`config.mk`:
```
export PLATFORM = sky130hd
export DESIGN_NAME = eii_top
export DESIGN_NICKNAME = d
export VERILOG_FILES = /design/src/eii_pkg.sv /design/src/eii_top.sv
export SDC_FILE = /design/constraint.sdc
export NUM_CORES = 1
export LEC_CHECK = 0
export ABC_AREA = 1
export ABC_CLOCK_PERIOD_IN_PS = 3700
export BUFFER_PORTS_ARGS = -buffer_cell sky130_fd_sc_hd__buf_2
export CELL_PAD_IN_SITES_DETAIL_PLACEMENT = 1
export CELL_PAD_IN_SITES_GLOBAL_PLACEMENT = 1
export CORE_MARGIN = 2
export CORE_UTILIZATION = 35
export DETAILED_ROUTE_END_ITERATION = 7
export PLACE_DENSITY_LB_ADDON = 0.1
export SYNTH_ARGS = -nofsm -noshare
export SYNTH_HDL_FRONTEND = slang
export SYNTH_SLANG_ARGS = --single-unit
export TNS_END_PERCENT = 10
```
`constraint.sdc`:
```
create_clock -name ref_clk_i -period 3.7 [get_ports ref_clk_i]
set_input_delay 0 -clock ref_clk_i [delete_from_list [all_inputs] [get_ports ref_clk_i]]
set_output_delay 0 -clock ref_clk_i [all_outputs]
set_load 0.03 [all_outputs]
```
`src/eii_pkg.sv`:
```
// shared constants and types for the external interrupt input block
package eii_pkg;

	// ************************************************************
	// register map (byte addresses, one 32-bit word each)
	// ************************************************************
	localparam logic [11:0] CTRL_OFF = 12'h000;
	localparam logic [11:0] PEND_OFF = 12'h004;
	localparam logic [11:0] STAT_OFF = 12'h008;
	localparam logic [11:0] MASK_OFF = 12'h00C;

	// ************************************************************
	// field positions and reset values
	// ************************************************************
	localparam int CTRL_W = 7;
	localparam int STAT_W = 5;
	localparam int STAT_NMI_BIT = 0;
	localparam int STAT_REQ_LSB = 1;
	localparam int PEND_NMI_BIT = 4;
	localparam logic [6:0] CTRL_RST = 7'h00;
	localparam logic [4:0] STAT_RST = 5'h00;
	localparam logic [4:0] MASK_RST = 5'h00;

	// vector type raised for the non-maskable request
	localparam logic [7:0] NMI_TYPE = 8'h02;

	// control word: pin roles and trigger mode of each request
	typedef struct packed {
		logic slave;
		logic ack_d;
		logic ack_c;
		logic [3:0] trig_edge;
	} eii_ctrl_s;

	// one two-way pin as seen by the design
	typedef struct packed {
		logic o;
		logic oe;
	} eii_pin_s;

endpackage : eii_pkg

```
`src/eii_top.sv`:
```
// external interrupt inputs: nmi latch, four maskable requests, ack and slave pin roles
`timescale 1ns/10ps
module eii_top #(
	parameter int ADDR_W = 12
) (
	input wire logic ref_clk_i,
	input wire logic sys_rst_i,
	input wire logic clk_en_i,
	// apb slave
	input wire logic psel_i,
	input wire logic penable_i,
	input wire logic pwrite_i,
	input wire logic [ADDR_W-1:0] paddr_i,
	input wire logic [31:0] pwdata_i,
	output logic [31:0] prdata_o,
	output logic pready_o,
	output logic pslverr_o,
	// pins
	input wire logic nmi_pin_i,
	input wire logic irq_pin_a_i,
	input wire logic irq_pin_b_i,
	input wire logic irq_pin_c_i,
	output logic irq_pin_c_o,
	output logic irq_pin_c_oe_o,
	input wire logic irq_pin_d_i,
	output logic irq_pin_d_o,
	output logic irq_pin_d_oe_o,
	// core side
	input wire logic instr_boundary_i,
	input wire logic core_ack_i,
	input wire logic [1:0] core_ack_id_i,
	output logic nmi_take_o,
	output logic [7:0] nmi_vector_o,
	output logic [3:0] irq_pending_o,
	output logic slave_select_o,
	output logic irq_o
);

	// ************************************************************
	// registers and internal signals
	// ************************************************************
	eii_pkg::eii_ctrl_s ctrl;
	logic [eii_pkg::STAT_W-1:0] stat;
	logic [eii_pkg::STAT_W-1:0] mask;
	logic nmi_s1;
	logic nmi_s2;
	logic nmi_prev;
	logic nmi_pend;
	logic nmi_rise;
	logic nmi_take;
	logic [3:0] req_s1;
	logic [3:0] req_s2;
	logic [3:0] req_prev;
	logic [3:0] req_en;
	logic [3:0] req_rise;
	logic [3:0] edge_pend;
	logic [3:0] pend_now;
	logic [3:0] ack_hit;
	logic [eii_pkg::STAT_W-1:0] events;
	logic [eii_pkg::STAT_W-1:0] stat_clr;
	logic acc;
	logic wr_done;
	logic [31:0] next_rdata;
	logic next_err;
	eii_pkg::eii_pin_s next_pin_c;
	eii_pkg::eii_pin_s next_pin_d;
	logic [2:0] oe_c_trail;
	logic [2:0] oe_d_trail;

	// address match against a register word
	function automatic logic reg_hit(input logic [ADDR_W-1:0] addr, input logic [11:0] off);
		reg_hit = (addr == ADDR_W'(off));
	endfunction : reg_hit

	// ************************************************************
	// pin synchronisers
	// ************************************************************
	// nmi two-flop sync
	always_ff @(posedge ref_clk_i) begin
		if (sys_rst_i) begin
			nmi_s1 <= 1'b0;
			nmi_s2 <= 1'b0;
			nmi_prev <= 1'b0;
		end else if (clk_en_i) begin
			nmi_s1 <= nmi_pin_i;
			nmi_s2 <= nmi_s1;
			nmi_prev <= nmi_s2;
		end
	end

	always_ff @(posedge ref_clk_i) begin
		if (sys_rst_i) begin
			req_s1 <= 4'h0;
			req_s2 <= 4'h0;
			req_prev <= 4'h0;
		end else if (clk_en_i) begin
			req_s1 <= {irq_pin_d_i, irq_pin_c_i, irq_pin_b_i, irq_pin_a_i};
			req_s2 <= req_s1;
			req_prev <= req_s2;
		end
	end

	// a pin turned back to input still shows its own drive in the sync
	// stages for three edges; its request stays off until that has drained
	always_ff @(posedge ref_clk_i) begin
		if (sys_rst_i) begin
			oe_c_trail <= 3'h0;
			oe_d_trail <= 3'h0;
		end else if (clk_en_i) begin
			oe_c_trail <= {oe_c_trail[1:0], irq_pin_c_oe_o};
			oe_d_trail <= {oe_d_trail[1:0], irq_pin_d_oe_o};
		end
	end

	// ************************************************************
	// non-maskable request
	// ************************************************************
	// rising edge detect
	assign nmi_rise = nmi_s2 & ~nmi_prev;
	assign nmi_take = nmi_pend & instr_boundary_i;

	// latch has no mask; a new edge during take stays pending
	always_ff @(posedge ref_clk_i) begin
		if (sys_rst_i) begin
			nmi_pend <= 1'b0;
			nmi_take_o <= 1'b0;
			nmi_vector_o <= 8'h00;
		end else if (clk_en_i) begin
			nmi_pend <= nmi_rise | (nmi_pend & ~nmi_take);
			nmi_take_o <= nmi_take;
			if (nmi_take) begin
				nmi_vector_o <= eii_pkg::NMI_TYPE;
			end
		end
	end

	// ************************************************************
	// maskable requests
	// ************************************************************
	// pin roles decide which inputs still request
	always_comb begin
		req_en[0] = 1'b1;
		req_en[1] = ~ctrl.slave;
		req_en[2] = ~ctrl.ack_c & ~irq_pin_c_oe_o & ~(|oe_c_trail);
		req_en[3] = ~ctrl.ack_d & ~ctrl.slave & ~irq_pin_d_oe_o & ~(|oe_d_trail);
	end

	assign req_rise = req_s2 & ~req_prev & req_en;

	genvar gi;
	generate
		for (gi = 0; gi < 4; gi++) begin : g_req
			assign ack_hit[gi] = core_ack_i & (core_ack_id_i == 2'(gi));
			assign pend_now[gi] = ctrl.trig_edge[gi] ? edge_pend[gi] : (req_s2[gi] & req_en[gi]);

			// edge held until acknowledge or until req_en drops, set wins
			always_ff @(posedge ref_clk_i) begin
				if (sys_rst_i) begin
					edge_pend[gi] <= 1'b0;
				end else if (clk_en_i) begin
					edge_pend[gi] <= req_rise[gi] | (edge_pend[gi] & ~ack_hit[gi] & req_en[gi]);
				end
			end
		end
	endgenerate

	// pending view toward the core
	always_ff @(posedge ref_clk_i) begin
		if (sys_rst_i) begin
			irq_pending_o <= 4'h0;
		end else if (clk_en_i) begin
			irq_pending_o <= pend_now;
		end
	end

	// ************************************************************
	// two-way pins c and d
	// ************************************************************
	// ack pulse on c for request a, on d for request b
	always_comb begin
		next_pin_c.oe = ctrl.ack_c;
		next_pin_c.o = ~(ctrl.ack_c & ack_hit[0]);
		next_pin_d.oe = ctrl.ack_d | ctrl.slave;
		// slave mode forwards any pending request to the master
		if (ctrl.slave) begin
			next_pin_d.o = |pend_now;
		end else begin
			next_pin_d.o = ~(ctrl.ack_d & ack_hit[1]);
		end
	end

	// pins idle high and undriven from reset
	always_ff @(posedge ref_clk_i) begin
		if (sys_rst_i) begin
			irq_pin_c_o <= 1'b1;
			irq_pin_c_oe_o <= 1'b0;
			irq_pin_d_o <= 1'b1;
			irq_pin_d_oe_o <= 1'b0;
			slave_select_o <= 1'b0;
		end else if (clk_en_i) begin
			irq_pin_c_o <= next_pin_c.o;
			irq_pin_c_oe_o <= next_pin_c.oe;
			irq_pin_d_o <= next_pin_d.o;
			irq_pin_d_oe_o <= next_pin_d.oe;
			slave_select_o <= ctrl.slave & req_s2[1];
		end
	end

	// ************************************************************
	// apb slave
	// ************************************************************
	// one wait state: pready rises the cycle after the access phase starts
	assign acc = psel_i & penable_i & ~pready_o;
	assign wr_done = psel_i & penable_i & pready_o & pwrite_i;

	// read mux and unmapped detect
	always_comb begin
		next_rdata = 32'h0000_0000;
		next_err = 1'b0;
		if (reg_hit(paddr_i, eii_pkg::CTRL_OFF)) begin
			next_rdata[eii_pkg::CTRL_W-1:0] = ctrl;
		end else if (reg_hit(paddr_i, eii_pkg::PEND_OFF)) begin
			next_rdata[3:0] = pend_now;
			next_rdata[eii_pkg::PEND_NMI_BIT] = nmi_pend;
		end else if (reg_hit(paddr_i, eii_pkg::STAT_OFF)) begin
			next_rdata[eii_pkg::STAT_W-1:0] = stat;
		end else if (reg_hit(paddr_i, eii_pkg::MASK_OFF)) begin
			next_rdata[eii_pkg::STAT_W-1:0] = mask;
		end else begin
			next_err = 1'b1;
		end
	end

	// handshake and read data
	always_ff @(posedge ref_clk_i) begin
		if (sys_rst_i) begin
			pready_o <= 1'b0;
			pslverr_o <= 1'b0;
			prdata_o <= 32'h0000_0000;
		end else if (clk_en_i) begin
			pready_o <= acc;
			pslverr_o <= acc & next_err;
			if (acc && !pwrite_i) begin
				prdata_o <= next_rdata;
			end
		end
	end

	// control and mask writes land on the completing edge
	always_ff @(posedge ref_clk_i) begin
		if (sys_rst_i) begin
			ctrl <= eii_pkg::CTRL_RST;
			mask <= eii_pkg::MASK_RST;
		end else if (clk_en_i && wr_done) begin
			if (reg_hit(paddr_i, eii_pkg::CTRL_OFF)) begin
				ctrl <= pwdata_i[eii_pkg::CTRL_W-1:0];
			end
			if (reg_hit(paddr_i, eii_pkg::MASK_OFF)) begin
				mask <= pwdata_i[eii_pkg::STAT_W-1:0];
			end
		end
	end

	// ************************************************************
	// event status and interrupt line
	// ************************************************************
	always_comb begin
		events = '0;
		events[eii_pkg::STAT_NMI_BIT] = nmi_rise;
		events[eii_pkg::STAT_REQ_LSB +: 4] = req_rise;
		stat_clr = '0;
		if (wr_done && reg_hit(paddr_i, eii_pkg::STAT_OFF)) begin
			stat_clr = pwdata_i[eii_pkg::STAT_W-1:0];
		end
	end

	// write one to clear; a fresh event beats the clear
	always_ff @(posedge ref_clk_i) begin
		if (sys_rst_i) begin
			stat <= eii_pkg::STAT_RST;
			irq_o <= 1'b0;
		end else if (clk_en_i) begin
			stat <= events | (stat & ~stat_clr);
			irq_o <= |(stat & mask);
		end
	end

endmodule : eii_top

```
# == Yosys cells after proc, flatten, opt, wreduce, memory -nomap -nowiden ==
# Index checks and enable logic that the tools add are counted.
# word_totals
reg_bits,64
latch_bits,0
ramBits,0
mem_bits_ro,0
out_inout_bits,53
elab_cells,125
mem_count,0
# classes
add_sub_neg,0
multipliers,0
div_mod_pow,0
n_lt_le_gt_ge,0
n_eq_ne,6
shifts,0
n_mux,15
n_bitwise,59
n_reduce_logical,14
# op_table
operator,count
$and 1x1->1,30
$mux 5,5
$eq 12x4->1 const B,2
$not 1->1,16
$eq 12x3->1 const B,1
$logic_not 12->1,1
$and 5x5->5,2
$mux 1,9
$and 4x4->4,2
$reduce_and 2->1,4
$or 1x1->1,6
$reduce_or 3->1,2
$not 5->5,1
$or 5x5->5,1
$reduce_or 5->1,1
$eq 2x2->1 const B,2
$not 4->4,1
$reduce_or 4->1,1
$logic_and 1x1->1,3
$eq 2x1->1 const B,1
$logic_not 2->1,1
$mux 2,1
$logic_not 1->1,1

# == Depth between registers and ports, before layout ==
# depth
depth_word,8
mapped_depth,10
ltp_nobuf,10

# == Worst setup path before layout ==
# Ideal clock, no wire load.
# synth_timing
kind,reg-to-reg
from,register pready_o
to,register mask[0] (netlist bit)
setup_time_ns,0.116
arrival_ns,1.291
required_ns,3.584
setup_slack_ns,2.293
path_stages_with_launch,6
n_path_buf,0
period_less_slack_ns,1.407
path_cell_list,dfxtp_1 nand4_1 nor4_2 inv_2 nor2_1 nor2_1
# synth_via
elab_chain_cells,4
# synth_lines
item,line_no,text
from (decl),eii_top.sv:16,"output logic pready_o,"
from (signal assigned),eii_top.sv:237,pready_o <= 1'b0;
from (signal assigned),eii_top.sv:241,pready_o <= acc;
$and 1x1->1 (2 in series),eii_top.sv:214,assign wr_done = psel_i & penable_i & pready_o & pwrite_i;
$logic_and 1x1->1,eii_top.sv:254,end else if (clk_en_i && wr_done) begin
$reduce_and 2->1 (no source line),-,
to (signal assigned),eii_top.sv:253,mask <= eii_pkg::MASK_RST;
to (signal assigned),eii_top.sv:259,mask <= pwdata_i[eii_pkg::STAT_W-1:0];
to (decl),eii_top.sv:44,logic [eii_pkg::STAT_W-1:0] mask;
# No other way between the ends.
# A chain may end at the register's enable or synchronous reset.

# == Worst setup path after layout ==
# layout_timing
from,register pready_o
to,register mask[3] (netlist bit)
# The elaborated chain is that of the path after synthesis.

==> results.py <==
metrics = {
    "run_status": {
        "status": "finished, final reports clean",
    },
    "critical_path": {
        "start_kind": "register",
        "setup.worst_path.end_class": "register",
        "path_cells": "nand4_1 > nor4_2 > inv_2 > nor2_1 > nor2_1",
        "crit_slowest_cell": "nor4_2",
        "path_common_cell": "nor2_1",
        "cp.required_ns": 3.93,
        "setup.worst_path.class": "register to register",
        "slowest_delay_ns": 0.51,
        "crit_fanout": 6,
        "worst_ep_arrival_time_ns": 1.77,
    },
    "cts": {
        "hold_buffers": 14,
        "cts_root_buf": "clkbuf_8",
        "postCtsSetupBuffers": 0,
        "cts_num_sinks": 64,
        "numCtsBuffers": 9,
        "insertion_delay_ns": 0.35,
        "cts_tree": "done",
        "ctsHtreeMaxLevel": 3,
        "cts_buffer_depth": 2,
        "cts.repair.resized": 0,
        "path_clk_slew_ns": 0.07,
    },
    "power_and_ir_drop": {
        "switching_share_pct": 28.7,
        "powerDensity_mw_per_mm2": 414,
        "seq_power_share_pct": 49.6,
        "pwr-share-clk_pct": 38.2,
        "power.combinational.fraction_pct": 12.2,
        "p_leak_nw": 1.53,
        "peakVddDrop_v": 0.000197,
        "finalPower_mw": 1.46,
        "internal_power_mw": 1.04,
        "p_switching_mw": 0.420,
    },
    "timing": {
        "fin_crit_ns": 1.55,
        "setup_violations": 0,
        "finalHoldViolations": 0,
        "slew_headroom_pct": 49.4,
        "period_share_pct": 41.8,
        "skew_ns": 0.0119,
        "slew_viol_final": 0,
        "setup_ws_ns": 2.15,
        "rsz0062_at_grt": "no",
        "tightest_slew_ns": 0.758,
        "max_freq_mhz": 647,
        "setup-tns-final_ns": 0,
    },
    "logic_synthesis": {
        "synth_flop_cell": "dfxtp_1",
        "syn_area_per_cell_um2": 7.13,
        "async_reset_ff_share_pct": 0,
        "ys_warn_count": 0,
        "ys_top_cells_by_area": "dfxtp_1 (43%), nand2_1 (9.8%), buf_4 (8.1%)",
        "yosysSeqAreaShare_pct": 43.0,
        "synth_top_area_share_pct": 43.0,
        "syn_area_mm2": 0.00298,
        "synth.distinct_cells": 28,
        "yosys.area.top_type": "dfxtp_1",
        "synthCells": 418,
        "ys_ff_latch": 64,
        "synth_edf_count": 0,
    },
    "placement": {
        "hpwl_um": 5630,
        "dp_slack_ns": 1.84,
        "port_buffers": 54,
        "dpl.cell_count": 563,
        "placed_area_mm2": 0.00321,
        "place.gp.congestion": 0.851,
    },
    "job": {
        "maxCapViolCount": 0,
    },
    "cells_and_area": {
        "stdcell_area_mm2": 0.00353,
        "n_antenna_cell": 0,
        "n_fill_cell": 1084,
        "layout_common_cells": "nand2_1 (78), dfxtp_1 (64), nor2_1 (55)",
        "multi_input_area_mm2": 0.00140,
        "stdcell_count": 593,
        "final-seq-area_mm2": 0.00128,
        "drive_gt1_share_pct": 18.6,
        "nets": 542,
        "area_delta_synth_final_pct": 18.5,
        "layout_commonest_cell": "nand2_1",
    },
    "detailed_routing": {
        "finalWirelength_um": 7910,
        "drc": 0,
        "drtAntennaViolNets": 0,
        "firstDrtPassIters": 4,
        "wl_per_cell_um": 13.3,
        "vias_per_cell": 4.70,
        "drtIter0Drc": 88,
        "vias": 2790,
    },
    "global_route": {
        "first_global_vias": 2601,
        "gr-total-overflow": 0,
        "gr-usage-met3_pct": 4.23,
        "use_met1_pct": 24.0,
        "track_usage_pct": 18.1,
        "busiest_layer": "met2",
        "grt_pass1_wl_um": 12600,
        "use_met2_pct": 29.0,
        "grt_antenna_before_repair": 0,
        "grt_start_max_net_pins": 40,
    },
    "floorplan": {
        "fp.dieArea_mm2": 0.00927,
        "die-height_um": 96.3,
        "core.rowCount": 33,
        "dieWidth_um": 96.3,
        "start_util_pct": 36.3,
        "core_area_mm2": 0.00822,
        "io_pins": 112,
    },
    "min_path": {
        "min_path_type": "input pin to register",
    },
}
==> critical path: cells and delay by family (launching register included) <==
| family | cells | cell delay (ns) |
|---|---|---|
| simple gates | 4 | 0.93 |
| flops | 1 | 0.37 |
| buf+inv | 1 | 0.14 |
==> state kept, by name (all words and copies together) (netlist names), 3 cells and up <==
signal         count
ctrl               7
prdata_o           7
mask               5
stat               5
edge_pend          4
irq_pending_o      4
req_prev           4
req_s1             4
req_s2             4
oe_c_trail         3
oe_d_trail         3
==> power groups by stage <==
stage	Combinational, mW	Sequential [mW]	Clock (mW)
5_1_grt	0.201	0.728	0.606
4_1_cts	0.180	0.726	0.577
6_report	0.178	0.726	0.559
3_3_place_gp	0.166	0.741	0
3_5_place_dp	0.168	0.742	0
2_1_floorplan	0.137	0.749	0
==> metrics by stage <==
stage               util [%]  hold WS, ns
finish                  43.0       0.0272
floorplan                  -        0.135
detailed placement      39.0        0.231
global placement        39.0        0.221
global route            43.0       0.0485
CTS                     43.0       0.0109
==> cell families after synthesis <==
logic type | share of synthesized area, %
AND/OR/NAND/NOR | 28.7
buffers and inverters | 13.9
other | 0.126
AO/OA/AOI/OAI | 14.3
flip-flops | 43.0
==> Yosys cell counts, types with 2 or more instances <==
cell type	number
nand4_1	6
buf_4	32
nor2_1	55
nand2_1	78
clkbuf_1	11
dfxtp_1	64
clkinv_1	2
nand3_1	34
or2_2	4
a21oi_1	43
nand2_2	4
inv_2	7
nor3_1	3
inv_1	24
o211ai_1	2
o21ai_0	33
nor4_2	2
nor2_2	3
or3_1	2
==> path summary, 6_finish.rpt <==
check	from	to	slack [ns]	cells past startpoint
worst max-delay path	pready_o$_SDFFE_PP0P_	mask[3]$_SDFFE_PP0P_	2.15	5
worst min register to register	nmi_vector_o[1]$_SDFFE_PP0P_	nmi_vector_o[1]$_SDFFE_PP0P_	0.45	2
worst max register to register	pready_o$_SDFFE_PP0P_	mask[3]$_SDFFE_PP0P_	2.15	5
worst min-delay path	core_ack_i	irq_pin_c_o$_SDFFE_PP1P_	0.03	4
==> per-layer routing <==
layer | share of wire, % | vias up
met5 | 0 | -
met4 | 1.3 | 0
met3 | 4.5 | 9
met2 | 46 | 60
met1 | 48 | 1291
li1 | - | 1430
==> layout make-up <==
type	count	area share (%)
Timing Repair Buffer	68	11.6
Clock buffer	12	4.39
Inverter	33	3.51
Sequential cell	64	36.3
Tap cell	105	3.72
Multi-Input combinational cell	307	39.7
Clock inverter	4	0.815
(Power assumes the default switching activity.)
